===== config.mk =====
export PLATFORM = sky130hd
export DESIGN_NAME = second_status_led_pin_status_selector
export DESIGN_NICKNAME = d
export VERILOG_FILES = /design/src/rtl/second_status_led_pin_pkg.sv /design/src/rtl/led_pulse_stretch.sv /design/src/rtl/second_status_led_pin_status_selector.sv
export SDC_FILE = /design/constraint.sdc
export NUM_CORES = 1
export LEC_CHECK = 0
export ABC_AREA = 1
export BUFFER_PORTS_ARGS = -buffer_cell sky130_fd_sc_hd__buf_2
export CAP_MARGIN = 10
export CELL_PAD_IN_SITES_DETAIL_PLACEMENT = 0
export CELL_PAD_IN_SITES_GLOBAL_PLACEMENT = 1
export CORE_MARGIN = 10
export CORE_UTILIZATION = 39
export CTS_CLUSTER_DIAMETER = 50
export DETAILED_ROUTE_END_ITERATION = 8
export PLACE_DENSITY_LB_ADDON = 0.1
export SYNTH_ARGS = -nofsm -noshare
export SYNTH_HDL_FRONTEND = slang
export SYNTH_HIERARCHICAL = 1
export SYNTH_SLANG_ARGS = --single-unit
export TNS_END_PERCENT = 20

===== constraint.sdc =====
create_clock -name sys_clk -period 4.15 [get_ports sys_clk]
set_clock_uncertainty 0.05 [all_clocks]
set_input_delay 0.83 -clock sys_clk [delete_from_list [all_inputs] [get_ports sys_clk]]
set_output_delay 0.83 -clock sys_clk [all_outputs]
set_load 0.02 [all_outputs]

===== src/rtl/second_status_led_pin_pkg.sv =====
// Purpose: Shared constants and carrier types for the second status LED selector.
// Assumes: 100 MHz system clock and a 32-bit APB register bus.
// Notes:   Every offset, field position, reset value and timing count lives here.

package second_status_led_pin_pkg;

    // ************************************************************
    // Register map.
    // ************************************************************
    localparam int          ADDR_W             = 12;        // APB address width in bits.
    localparam logic [11:0] ADDR_SECOND_STATUS_LED_PIN_SELECT   = 12'h000;   // LED function select word.
    localparam logic [11:0] ADDR_DUPLEX_CONFIG = 12'h004;   // Duplex configuration word.

    // ************************************************************
    // Field positions in the LED function select register.
    // ************************************************************
    localparam int BIT_COLLISION_EN  = 0;   // Collision activity source enable.
    localparam int BIT_JABBER_EN     = 1;   // Jabber condition source enable.
    localparam int BIT_RX_ACT_EN     = 2;   // Receive activity source enable.
    localparam int BIT_RX_POL_EN     = 3;   // Receive polarity source enable.
    localparam int BIT_TX_ACT_EN     = 4;   // Transmit activity source enable.
    localparam int BIT_ADDR_QUALIFY  = 5;   // Receive address match qualifier.
    localparam int BIT_STRETCH_EN    = 7;   // Pulse stretch enable.
    localparam int BIT_FDX_LINK_EN   = 8;   // Full duplex link source enable.
    localparam int BIT_WAKE_EN       = 9;   // Wake frame source enable.
    localparam int BIT_INVERT        = 14;  // Output polarity invert.
    localparam int BIT_COMBINED      = 15;  // Read-only combined state.

    // Writable bits, reset value and duplex configuration fields.
    localparam logic [15:0] SELECT_WRITE_MASK = 16'h43bf;
    localparam logic [15:0] SELECT_RESET      = 16'h0088;
    localparam int          BIT_FDX_ENABLE    = 0;       // Full duplex enable.
    localparam int          BIT_AUI_FDX       = 1;       // Attachment port full duplex.
    localparam logic [1:0]  DUPLEX_MASK       = 2'h3;
    localparam logic [1:0]  DUPLEX_RESET      = 2'h0;

    // ************************************************************
    // Timing.
    // ************************************************************
    localparam int CLK_PERIOD_NS   = 10;          // System clock period.
    localparam int STRETCH_TIME_NS = 50000000;    // Pulse stretch length, 50 ms.
    localparam int STRETCH_CYCLES  = STRETCH_TIME_NS / CLK_PERIOD_NS;
    localparam int STRETCH_W       = 23;          // Width of the stretch counter.

    // ************************************************************
    // Carrier types.
    // ************************************************************
    // Active network port, driven by the port selection logic.
    typedef enum logic [1:0] {
        PORT_TWISTED_PAIR,
        PORT_ATTACHMENT,
        PORT_SERIAL
    } port_sel_type;

    // APB request from the master.
    typedef struct packed {
        logic              psel;
        logic              penable;
        logic              pwrite;
        logic [ADDR_W-1:0] paddr;
        logic [31:0]       pwdata;
    } apb_req_type;

    // APB answer to the master.
    typedef struct packed {
        logic        pready;
        logic        pslverr;
        logic [31:0] prdata;
    } apb_rsp_type;

    // Network events that may light the LED, all active high levels.
    typedef struct packed {
        logic collision;
        logic jabber;
        logic rx_activity;
        logic rx_addr_match;
        logic rx_polarity_good;
        logic tx_activity;
        logic wake_frame;
        logic link_pass;
    } net_events_type;

endpackage


===== src/rtl/led_pulse_stretch.sv =====
// Purpose: Lengthens a level so that a brief network event is visible on an LED.
// Assumes: The stretch length is given in system clock cycles.
// Notes:   Each new occurrence restarts the hold time.

`timescale 1ns/1ps

module led_pulse_stretch #(
    parameter int STRETCH_CYCLES = second_status_led_pin_pkg::STRETCH_CYCLES
) (
    // Clock and reset.
    input  wire logic sys_clk,
    input  wire logic rst_b,
    // Level in and stretched level out.
    input  wire logic stretch_enable,
    input  wire logic event_level,
    output logic      stretched_level
);
    import second_status_led_pin_pkg::*;

    // ************************************************************
    // State.
    // ************************************************************
    typedef struct packed {
        logic [STRETCH_W-1:0] hold_cnt;   // Cycles left to hold the LED on.
    } stretch_state_type;

    localparam logic [STRETCH_W-1:0] HOLD_LOAD = STRETCH_W'(STRETCH_CYCLES);

    stretch_state_type state_reg;   // Registered state.
    stretch_state_type state_next;  // Next state.

    // The counter reloads while the event stands and runs down after it.
    always_comb begin
        state_next = state_reg;
        if (event_level) begin
            state_next.hold_cnt = HOLD_LOAD;
        end else if (state_reg.hold_cnt != '0) begin
            state_next.hold_cnt = state_reg.hold_cnt - STRETCH_W'(1);
        end
    end

    // The state register.
    always_ff @(posedge sys_clk or negedge rst_b) begin
        if (!rst_b) begin
            state_reg <= '0;
        end else begin
            state_reg <= state_next;
        end
    end

    // With stretching off the event passes straight through.
    assign stretched_level = event_level |
                             (stretch_enable && state_reg.hold_cnt != '0);

endmodule


===== src/rtl/second_status_led_pin_status_selector.sv =====
// Purpose: Selects network events for the second status LED and drives its pin.
// Assumes: Event inputs are synchronous to sys_clk; registers sit on APB.
// Notes:   Pin is registered; the combined state bit reads unstretched.
//
// Design decisions made here: the APB register port and the placing of the registers.

`timescale 1ns/1ps

module second_status_led_pin_status_selector #(
    parameter int STRETCH_CYCLES = second_status_led_pin_pkg::STRETCH_CYCLES
) (
    // Clock and reset.
    input  wire logic                     sys_clk,
    input  wire logic                     rst_b,
    // APB register port.
    input  wire second_status_led_pin_pkg::apb_req_type    apb_req,
    output second_status_led_pin_pkg::apb_rsp_type         apb_rsp,
    // Network status from the rest of the controller.
    input  wire second_status_led_pin_pkg::net_events_type net_events,
    input  wire second_status_led_pin_pkg::port_sel_type   active_port,
    // LED pin.
    output logic                          second_status_led_pin
);
    import second_status_led_pin_pkg::*;

    // ************************************************************
    // State.
    // ************************************************************
    typedef struct packed {
        logic [15:0] second_status_led_pin_function_select;    // Stored control bits.
        logic [1:0]  duplex_config_register;  // Duplex enable and port duplex.
        logic [31:0] prdata;                  // Read data, loaded in setup.
        logic        pin;                     // Registered LED pin level.
    } sel_state_type;

    sel_state_type state_reg;    // Registered state.
    sel_state_type state_next;   // Next state.

    logic [15:0] sel;            // Short alias for the control word.
    logic        fdx_en;         // Full duplex enable.
    logic        aui_fdx;        // Attachment port full duplex.
    logic        fdx_link_src;   // Full duplex link source before enable.
    logic        rx_src;         // Receive activity, possibly qualified.
    logic [6:0]  sources;        // Enabled sources.
    logic        led_combined_state; // Unstretched OR of enabled sources.
    logic        led_stretched;  // Combined state after stretching.
    logic        setup;          // APB setup phase.
    logic        access;         // APB access phase.
    logic        hit_select;     // Address of the select register.
    logic        hit_duplex;     // Address of the duplex register.

    assign sel     = state_reg.second_status_led_pin_function_select;
    assign fdx_en  = state_reg.duplex_config_register[BIT_FDX_ENABLE];
    assign aui_fdx = state_reg.duplex_config_register[BIT_AUI_FDX];

    // ************************************************************
    // Event sources.
    // ************************************************************
    // Full duplex link status depends on which port is active.
    always_comb begin
        unique case (active_port)
            PORT_TWISTED_PAIR: fdx_link_src = net_events.link_pass & fdx_en;
            PORT_ATTACHMENT:   fdx_link_src = fdx_en & aui_fdx;
            PORT_SERIAL:       fdx_link_src = fdx_en;
            default:           fdx_link_src = 1'b0;
        endcase
    end

    // Receive activity counts only for matched frames when qualified.
    assign rx_src = net_events.rx_activity &
                    (~sel[BIT_ADDR_QUALIFY] | net_events.rx_addr_match);

    // Each source is gated by its own enable bit.
    assign sources[0] = net_events.collision        & sel[BIT_COLLISION_EN];
    assign sources[1] = net_events.jabber           & sel[BIT_JABBER_EN];
    assign sources[2] = rx_src                      & sel[BIT_RX_ACT_EN];
    assign sources[3] = net_events.rx_polarity_good & sel[BIT_RX_POL_EN];
    assign sources[4] = net_events.tx_activity      & sel[BIT_TX_ACT_EN];
    assign sources[5] = fdx_link_src                & sel[BIT_FDX_LINK_EN];
    assign sources[6] = net_events.wake_frame       & sel[BIT_WAKE_EN];

    // Several sources may be on at once; the LED shows any of them.
    assign led_combined_state = |sources;

    // ************************************************************
    // Pulse stretcher.
    // ************************************************************
    led_pulse_stretch #(
        .STRETCH_CYCLES (STRETCH_CYCLES)
    ) u_stretch (
        .sys_clk         (sys_clk),
        .rst_b           (rst_b),
        .stretch_enable  (sel[BIT_STRETCH_EN]),
        .event_level     (led_combined_state),
        .stretched_level (led_stretched)
    );

    // ************************************************************
    // APB slave.
    // ************************************************************
    assign setup      = apb_req.psel & ~apb_req.penable;
    assign access     = apb_req.psel &  apb_req.penable;
    assign hit_select = apb_req.paddr == ADDR_SECOND_STATUS_LED_PIN_SELECT;
    assign hit_duplex = apb_req.paddr == ADDR_DUPLEX_CONFIG;

    // Zero wait states; an unmapped address answers with an error.
    assign apb_rsp.pready  = 1'b1;
    assign apb_rsp.pslverr = access & ~(hit_select | hit_duplex);
    assign apb_rsp.prdata  = state_reg.prdata;

    // Next state: register writes, read data capture and the pin level.
    always_comb begin
        state_next = state_reg;
        // Read data is taken in setup so it comes from a flip-flop.
        if (setup && !apb_req.pwrite) begin
            if (hit_select) begin
                state_next.prdata = {16'h0000,
                                     led_combined_state,
                                     sel[14:0] & SELECT_WRITE_MASK[14:0]};
            end else if (hit_duplex) begin
                state_next.prdata = {30'h0, state_reg.duplex_config_register};
            end else begin
                state_next.prdata = 32'h00000000;
            end
        end
        // Writes land in the access phase; read-only and reserved bits stay zero.
        if (access && apb_req.pwrite) begin
            if (hit_select) begin
                state_next.second_status_led_pin_function_select =
                    apb_req.pwdata[15:0] & SELECT_WRITE_MASK;
            end else if (hit_duplex) begin
                state_next.duplex_config_register = apb_req.pwdata[1:0] & DUPLEX_MASK;
            end
        end
        // Pin is low when asserted unless the invert bit is set.
        state_next.pin = led_stretched ~^ sel[BIT_INVERT];
    end

    // The state register; after reset the LED pin is off (high).
    always_ff @(posedge sys_clk or negedge rst_b) begin
        if (!rst_b) begin
            state_reg.second_status_led_pin_function_select   <= SELECT_RESET;
            state_reg.duplex_config_register <= DUPLEX_RESET;
            state_reg.prdata                 <= 32'h00000000;
            state_reg.pin                    <= 1'b1;
        end else begin
            state_reg <= state_next;
        end
    end

    assign second_status_led_pin = state_reg.pin;
endmodule


* Word level (Yosys, flattened, before mapping)
Cells that the tools add are included.
** Operators by class
- Reduce and logical (&&, ||, !) cells :: 11
- Mux-type cells :: 5
- $add $sub $neg :: 1
- Eq/ne operators :: 3
- Bitwise gates (word level) :: 21
** Operators with widths (count)
- $mux W23 :: 2
- $reduce_bool A23 Y1 :: 1
- $sub A23 B1 Y23 const B :: 1
- $mux W16 :: 1
- $and A1 B1 Y1 :: 13
- $eq A12 B3 Y1 const B :: 1
- $logic_not A12 Y1 :: 1
- $reduce_or A7 Y1 :: 1
- $not A1 Y1 :: 4
- $logic_and A1 B1 Y1 :: 3
- $or A1 B1 Y1 :: 3
- $pmux W1 S3 :: 1
- $reduce_and A3 Y1 :: 1
- $eq A2 B1 Y1 const B :: 1
- $eq A2 B2 Y1 const B :: 1
- $logic_not A2 Y1 :: 1
- $mux W2 :: 1
- $reduce_and A2 Y1 :: 1
- $reduce_bool A2 Y1 :: 1
- $logic_not A1 Y1 :: 1
- $xnor A1 B1 Y1 :: 1
** Storage, ports and cells
- Word-level logic and storage cells :: 46
- Flip-flop bits (word level) :: 68
- Output and inout port bits :: 35

* Depth between registers and ports, before layout
- Depth in word-level cells :: 7
- Gate-level depth with buffers :: 11
- Mapped depth without buffers :: 10

* Cells and area by module
Netlist, hierarchy kept.
** By module, submodules not included
- led_pulse_stretch :: area an instance 1495.2 µm², cells an instance 203, instances 1
- second_status_led_pin_status_selector :: area an instance 1407.6 µm², cells an instance 173, instances 1

* Worst setup path before layout
Ideal clock, no wire load.
- Path kind :: input to output
- Start :: input port apb_req[43] in the netlist's numbering
- End :: output port apb_rsp[32] in the netlist's numbering
- Stages :: 4
- Arrival :: 1399 ps
- Slack :: 1871 ps
- Buffers on the path :: 0
- Data required time :: 3270 ps
- Cells stage by stage :: nor2_2 -> nand2_2 -> nor2_8 -> a31oi_1
** RTL lines
- from (decl) :: line second_status_led_pin_status_selector.sv:16 : input wire second_status_led_pin_pkg::apb_req_type apb_req,
- to (decl) :: line second_status_led_pin_status_selector.sv:17 : output second_status_led_pin_pkg::apb_rsp_type apb_rsp,

* Worst setup path in the final report
- Start :: input port active_port[1]
- End :: register u_stretch/state_reg[19] in the netlist's numbering
** Between the ends
- Cells in the longest elaborated chain, start to end :: 5
** RTL lines
- from (decl) :: line second_status_led_pin_status_selector.sv:20 : input wire second_status_led_pin_pkg::port_sel_type active_port,
- $eq A2 B2 Y1 (tied with other cells) :: line second_status_led_pin_status_selector.sv:61 : unique case (active_port)
- $pmux W1 S3 (*) :: line second_status_led_pin_status_selector.sv:61
- $and A1 B1 Y1 (*) :: line second_status_led_pin_status_selector.sv:79 : assign sources[5] = fdx_link_src & sel[BIT_FDX_LINK_EN];
- $reduce_or A7 Y1 (*) :: line second_status_led_pin_status_selector.sv:83 : assign led_combined_state = |sources;
- via led_combined_state :: line second_status_led_pin_status_selector.sv:45 : logic led_combined_state;
- $mux W23 / $reduce_bool A2 Y1 (equally long branches)
- to (signal assigned) :: line led_pulse_stretch.sv:47 : state_reg <= state_next;
- to (decl) :: line led_pulse_stretch.sv:29 : stretch_state_type state_reg;
Mark *: on every way through the listed nets, which the timed path passes. The rest lies on a longest branch.
A chain may end at the register's enable or synchronous reset.

==> results.py <==
metrics = {
    "setup_path": {
        "cp_max_fo": 18,
        "critPathKind": "in -> reg",
        "r2r_start": "sel[3]",
        "rr_worst_depth": 8,
        "startpoint_type": "primary input",
        "rrSetupSlack_ns": 1.77,
        "endpoint_kind": "register",
        "r2r-end": "u_stretch/state_reg[19]",
        "crit_required_ns": 4.35,
        "worstPathArrival_ns": 2.72,
    },
    "route": {
        "drt-total-wl_um": 6590,
        "ant_nets": 0,
        "via_count": 2331,
        "drt_iter0_markers": 65,
        "vias_per_cell": 4.44,
        "drc": 0,
        "dr.pass1.iters": 4,
        "wire_per_inst_um": 12.6,
    },
    "grt": {
        "grt_start_max_net_pins": 48,
        "grt_use_total": 0.122,
        "grt_pass1_vias": 2426,
        "antenna_found_initial": 0,
        "grt_pass1_wl_um": 11300,
        "overflow": 0,
    },
    "cts": {
        "cts_buffers": 5,
        "cts_setup_buffers": 0,
        "cts_max_level": 2,
        "cts_sinks": 47,
        "clkTransAtPathRegs_ns": 0.09,
        "tritoncts": "built",
        "clockRootBuffer": "clkbuf_8",
        "cts-resized-gates": 0,
        "clockBufferDepth": 2,
        "clock_latency_ns": 0.31,
        "hold_buffers": 0,
    },
    "final_layout": {
        "fin_area_um2": 3260,
        "finalNetCount": 485,
        "drive_gt1_frac": 0.251,
        "final_cells": 525,
        "area.growth.synth_to_final_pct": 12.2,
        "largest_reg_flops": 23,
        "antennaDiodeCount": 0,
    },
    "die": {
        "die_height_um": 106,
        "initial_core_util": 0.400,
        "dieArea_um2": 11300,
        "rows": 31,
        "core-area_um2": 7250,
        "num_io_pins": 94,
        "die_x_um": 106,
    },
    "timing": {
        "finalSetupTns_ns": 0,
        "grt_setup_unrepaired": "no",
        "finalSetupViolations": 0,
        "finalMaxSlewViolations": 0,
        "relSlewSlack": 0.575,
        "hold_violations": 0,
        "tightestPinTransition_ns": 0.636,
        "max_freq_mhz": 397,
        "finalCritPeriodShare": 0.607,
        "final.min_clock_period_ns": 2.52,
    },
    "power_and_ir_drop": {
        "peakVddDrop_v": 0.000126,
        "p_leak_uw": 0.00176,
        "p_per_area_nw_per_um2": 335,
    },
    "place": {
        "gp_congestion": 0.862,
        "dp_cells": 517,
        "hpwl_um": 5080,
        "dpl_cell_area_um2": 3140,
        "io_buffers": 49,
    },
    "run_status": {
        "status": "complete, no violations",
    },
    "synth": {
        "ys_ff_latch": 47,
        "syn_area_per_cell_um2": 7.72,
        "netlist_area_um2": 2900,
        "synthCells": 376,
        "synth_top_area_share": 0.379,
        "ys_seq_area_frac": 0.406,
        "synth_area_leaders": "dfrtp_1, nand2_1, nor2_1",
        "yosysUniqueCellTypes": 34,
        "yosys.area.top_type": "dfrtp_1",
        "yosysWarnings": 6,
    },
    "hold_path": {
        "min_to": "second_status_led_pin",
        "worst_hold_path_type": "reg -> reg",
        "hold_path_depth": 1,
        "min-delay-start": "sel[14]",
    },
    "job": {
        "cap_violations": 0,
    },
}
## metrics by stage
step,utilization,hold slack [ns],setup slack (ns),power [µW]
after detailed placement,0.433,0.399,1.27,750
after floorplan,-,0.383,1.87,710
after global placement,0.433,0.404,1.29,747
after CTS,0.449,0.415,1.59,1110
after global routing,0.449,0.447,1.34,1160
final,0.449,0.411,1.63,1090
## per-layer routing
| metal | up-vias | global-route usage | wire, µm |
|---|---|---|---|
| met5 | - | 0 | 0 |
| met4 | 0 | 0.0377 | 83 |
| met1 | 1051 | 0.142 | 2870 |
| met3 | 7 | 0.0362 | 318 |
| li1 | 1228 | - | - |
| met2 | 45 | 0.212 | 3320 |
## cell usage after synthesis
cell      instances
nor2_1           50
o21ai_1           1
clkinv_1          1
nor2_4            5
nor3_1            2
a31oi_1           1
dfrtp_1          44
a21oi_1           3
nand3b_1          3
o211ai_1          1
and2_2            1
buf_2             2
ha_1              1
nor3_2            1
o21ai_0           3
buf_4            24
nor2_8            3
nand2_4           1
nand2_1          94
xor2_1            2
nand3_4           2
o21a_1            1
or2_2             5
inv_1            46
nor2_2            9
nand4_1          10
nand2_2           7
nand3_1          28
conb_1            2
buf_6             2
dfstp_2           3
o21ai_2          12
xnor2_1           2
a21o_1            4
## final cells by class
class                           instances  area [µm²]
Tap cell                               99         124
Timing Repair Buffer                   50         253
Clock buffer                            5        68.8
Multi-Input combinational cell        274        1410
Clock inverter                          3        47.5
Inverter                               47         176
Sequential cell                        47        1180
Fill cell                             779        4000
## cell families after synthesis
logic type,synth area share
adder cells (fa/ha/maj),0.00431
other,0.00259
buffers and inverters,0.134
AND/OR/NAND/NOR,0.375
flip-flops,0.406
XOR/XNOR,0.0121
AO/OA/AOI/OAI,0.0659
## power by group
group          total, µW  internal, µW  switching [µW]  leakage (µW)
Sequential           555           500            54.6      0.000591
Clock                350           183             167     0.0000587
Combinational        186          79.8             106       0.00111
Total               1090           763             328       0.00176
## cells in the final DEF (no fill, tap or decap)
master     instances
a31oi_1            1
buf_4              1
nand2_1           94
nand2_2            7
bufinv_16          1
o21ai_0            3
clkinv_1           1
nand3_1           28
conb_1            22
nor2_8             3
clkinv_4           1
nand3_4            2
nand2_4            1
dfstp_2            3
nor2_1            50
nor2_2             9
nor3_1             2
a21o_1             4
xor2_1             2
and2_2             1
inv_6              1
a21oi_1            3
ha_1               1
o21ai_1            1
nor3_2             1
or2_2              5
o21a_1             1
buf_2             49
xnor2_1            2
inv_1             46
nor2_4             5
nand4_1           10
clkbuf_8           5
o21ai_2           12
o211ai_1           1
nand3b_1           3
dfrtp_1           44
## how the worst max path moves through the flow
stage	depth (start not counted)	slack [ns]	to	start
CTS	8	1.59	u_stretch/state_reg[19]	active_port[1]
detailed placement	8	1.27	u_stretch/state_reg[19]	active_port[1]
finish	8	1.63	u_stretch/state_reg[19]	active_port[1]
floorplan	4	1.87	apb_rsp[32]	apb_req[43]
global placement	8	1.29	u_stretch/state_reg[19]	active_port[1]
global route	8	1.34	u_stretch/state_reg[19]	active_port[1]
## critical path, stage by stage
cell and delay (ns):
buf_2 0.10, o21ai_0 0.14, nand3b_1 0.09, nand2_1 0.41, clkinv_1 0.66, nand2_2 0.32, nand3_1 0.09, nand2_1 0.06
(Power assumes the default switching activity.)
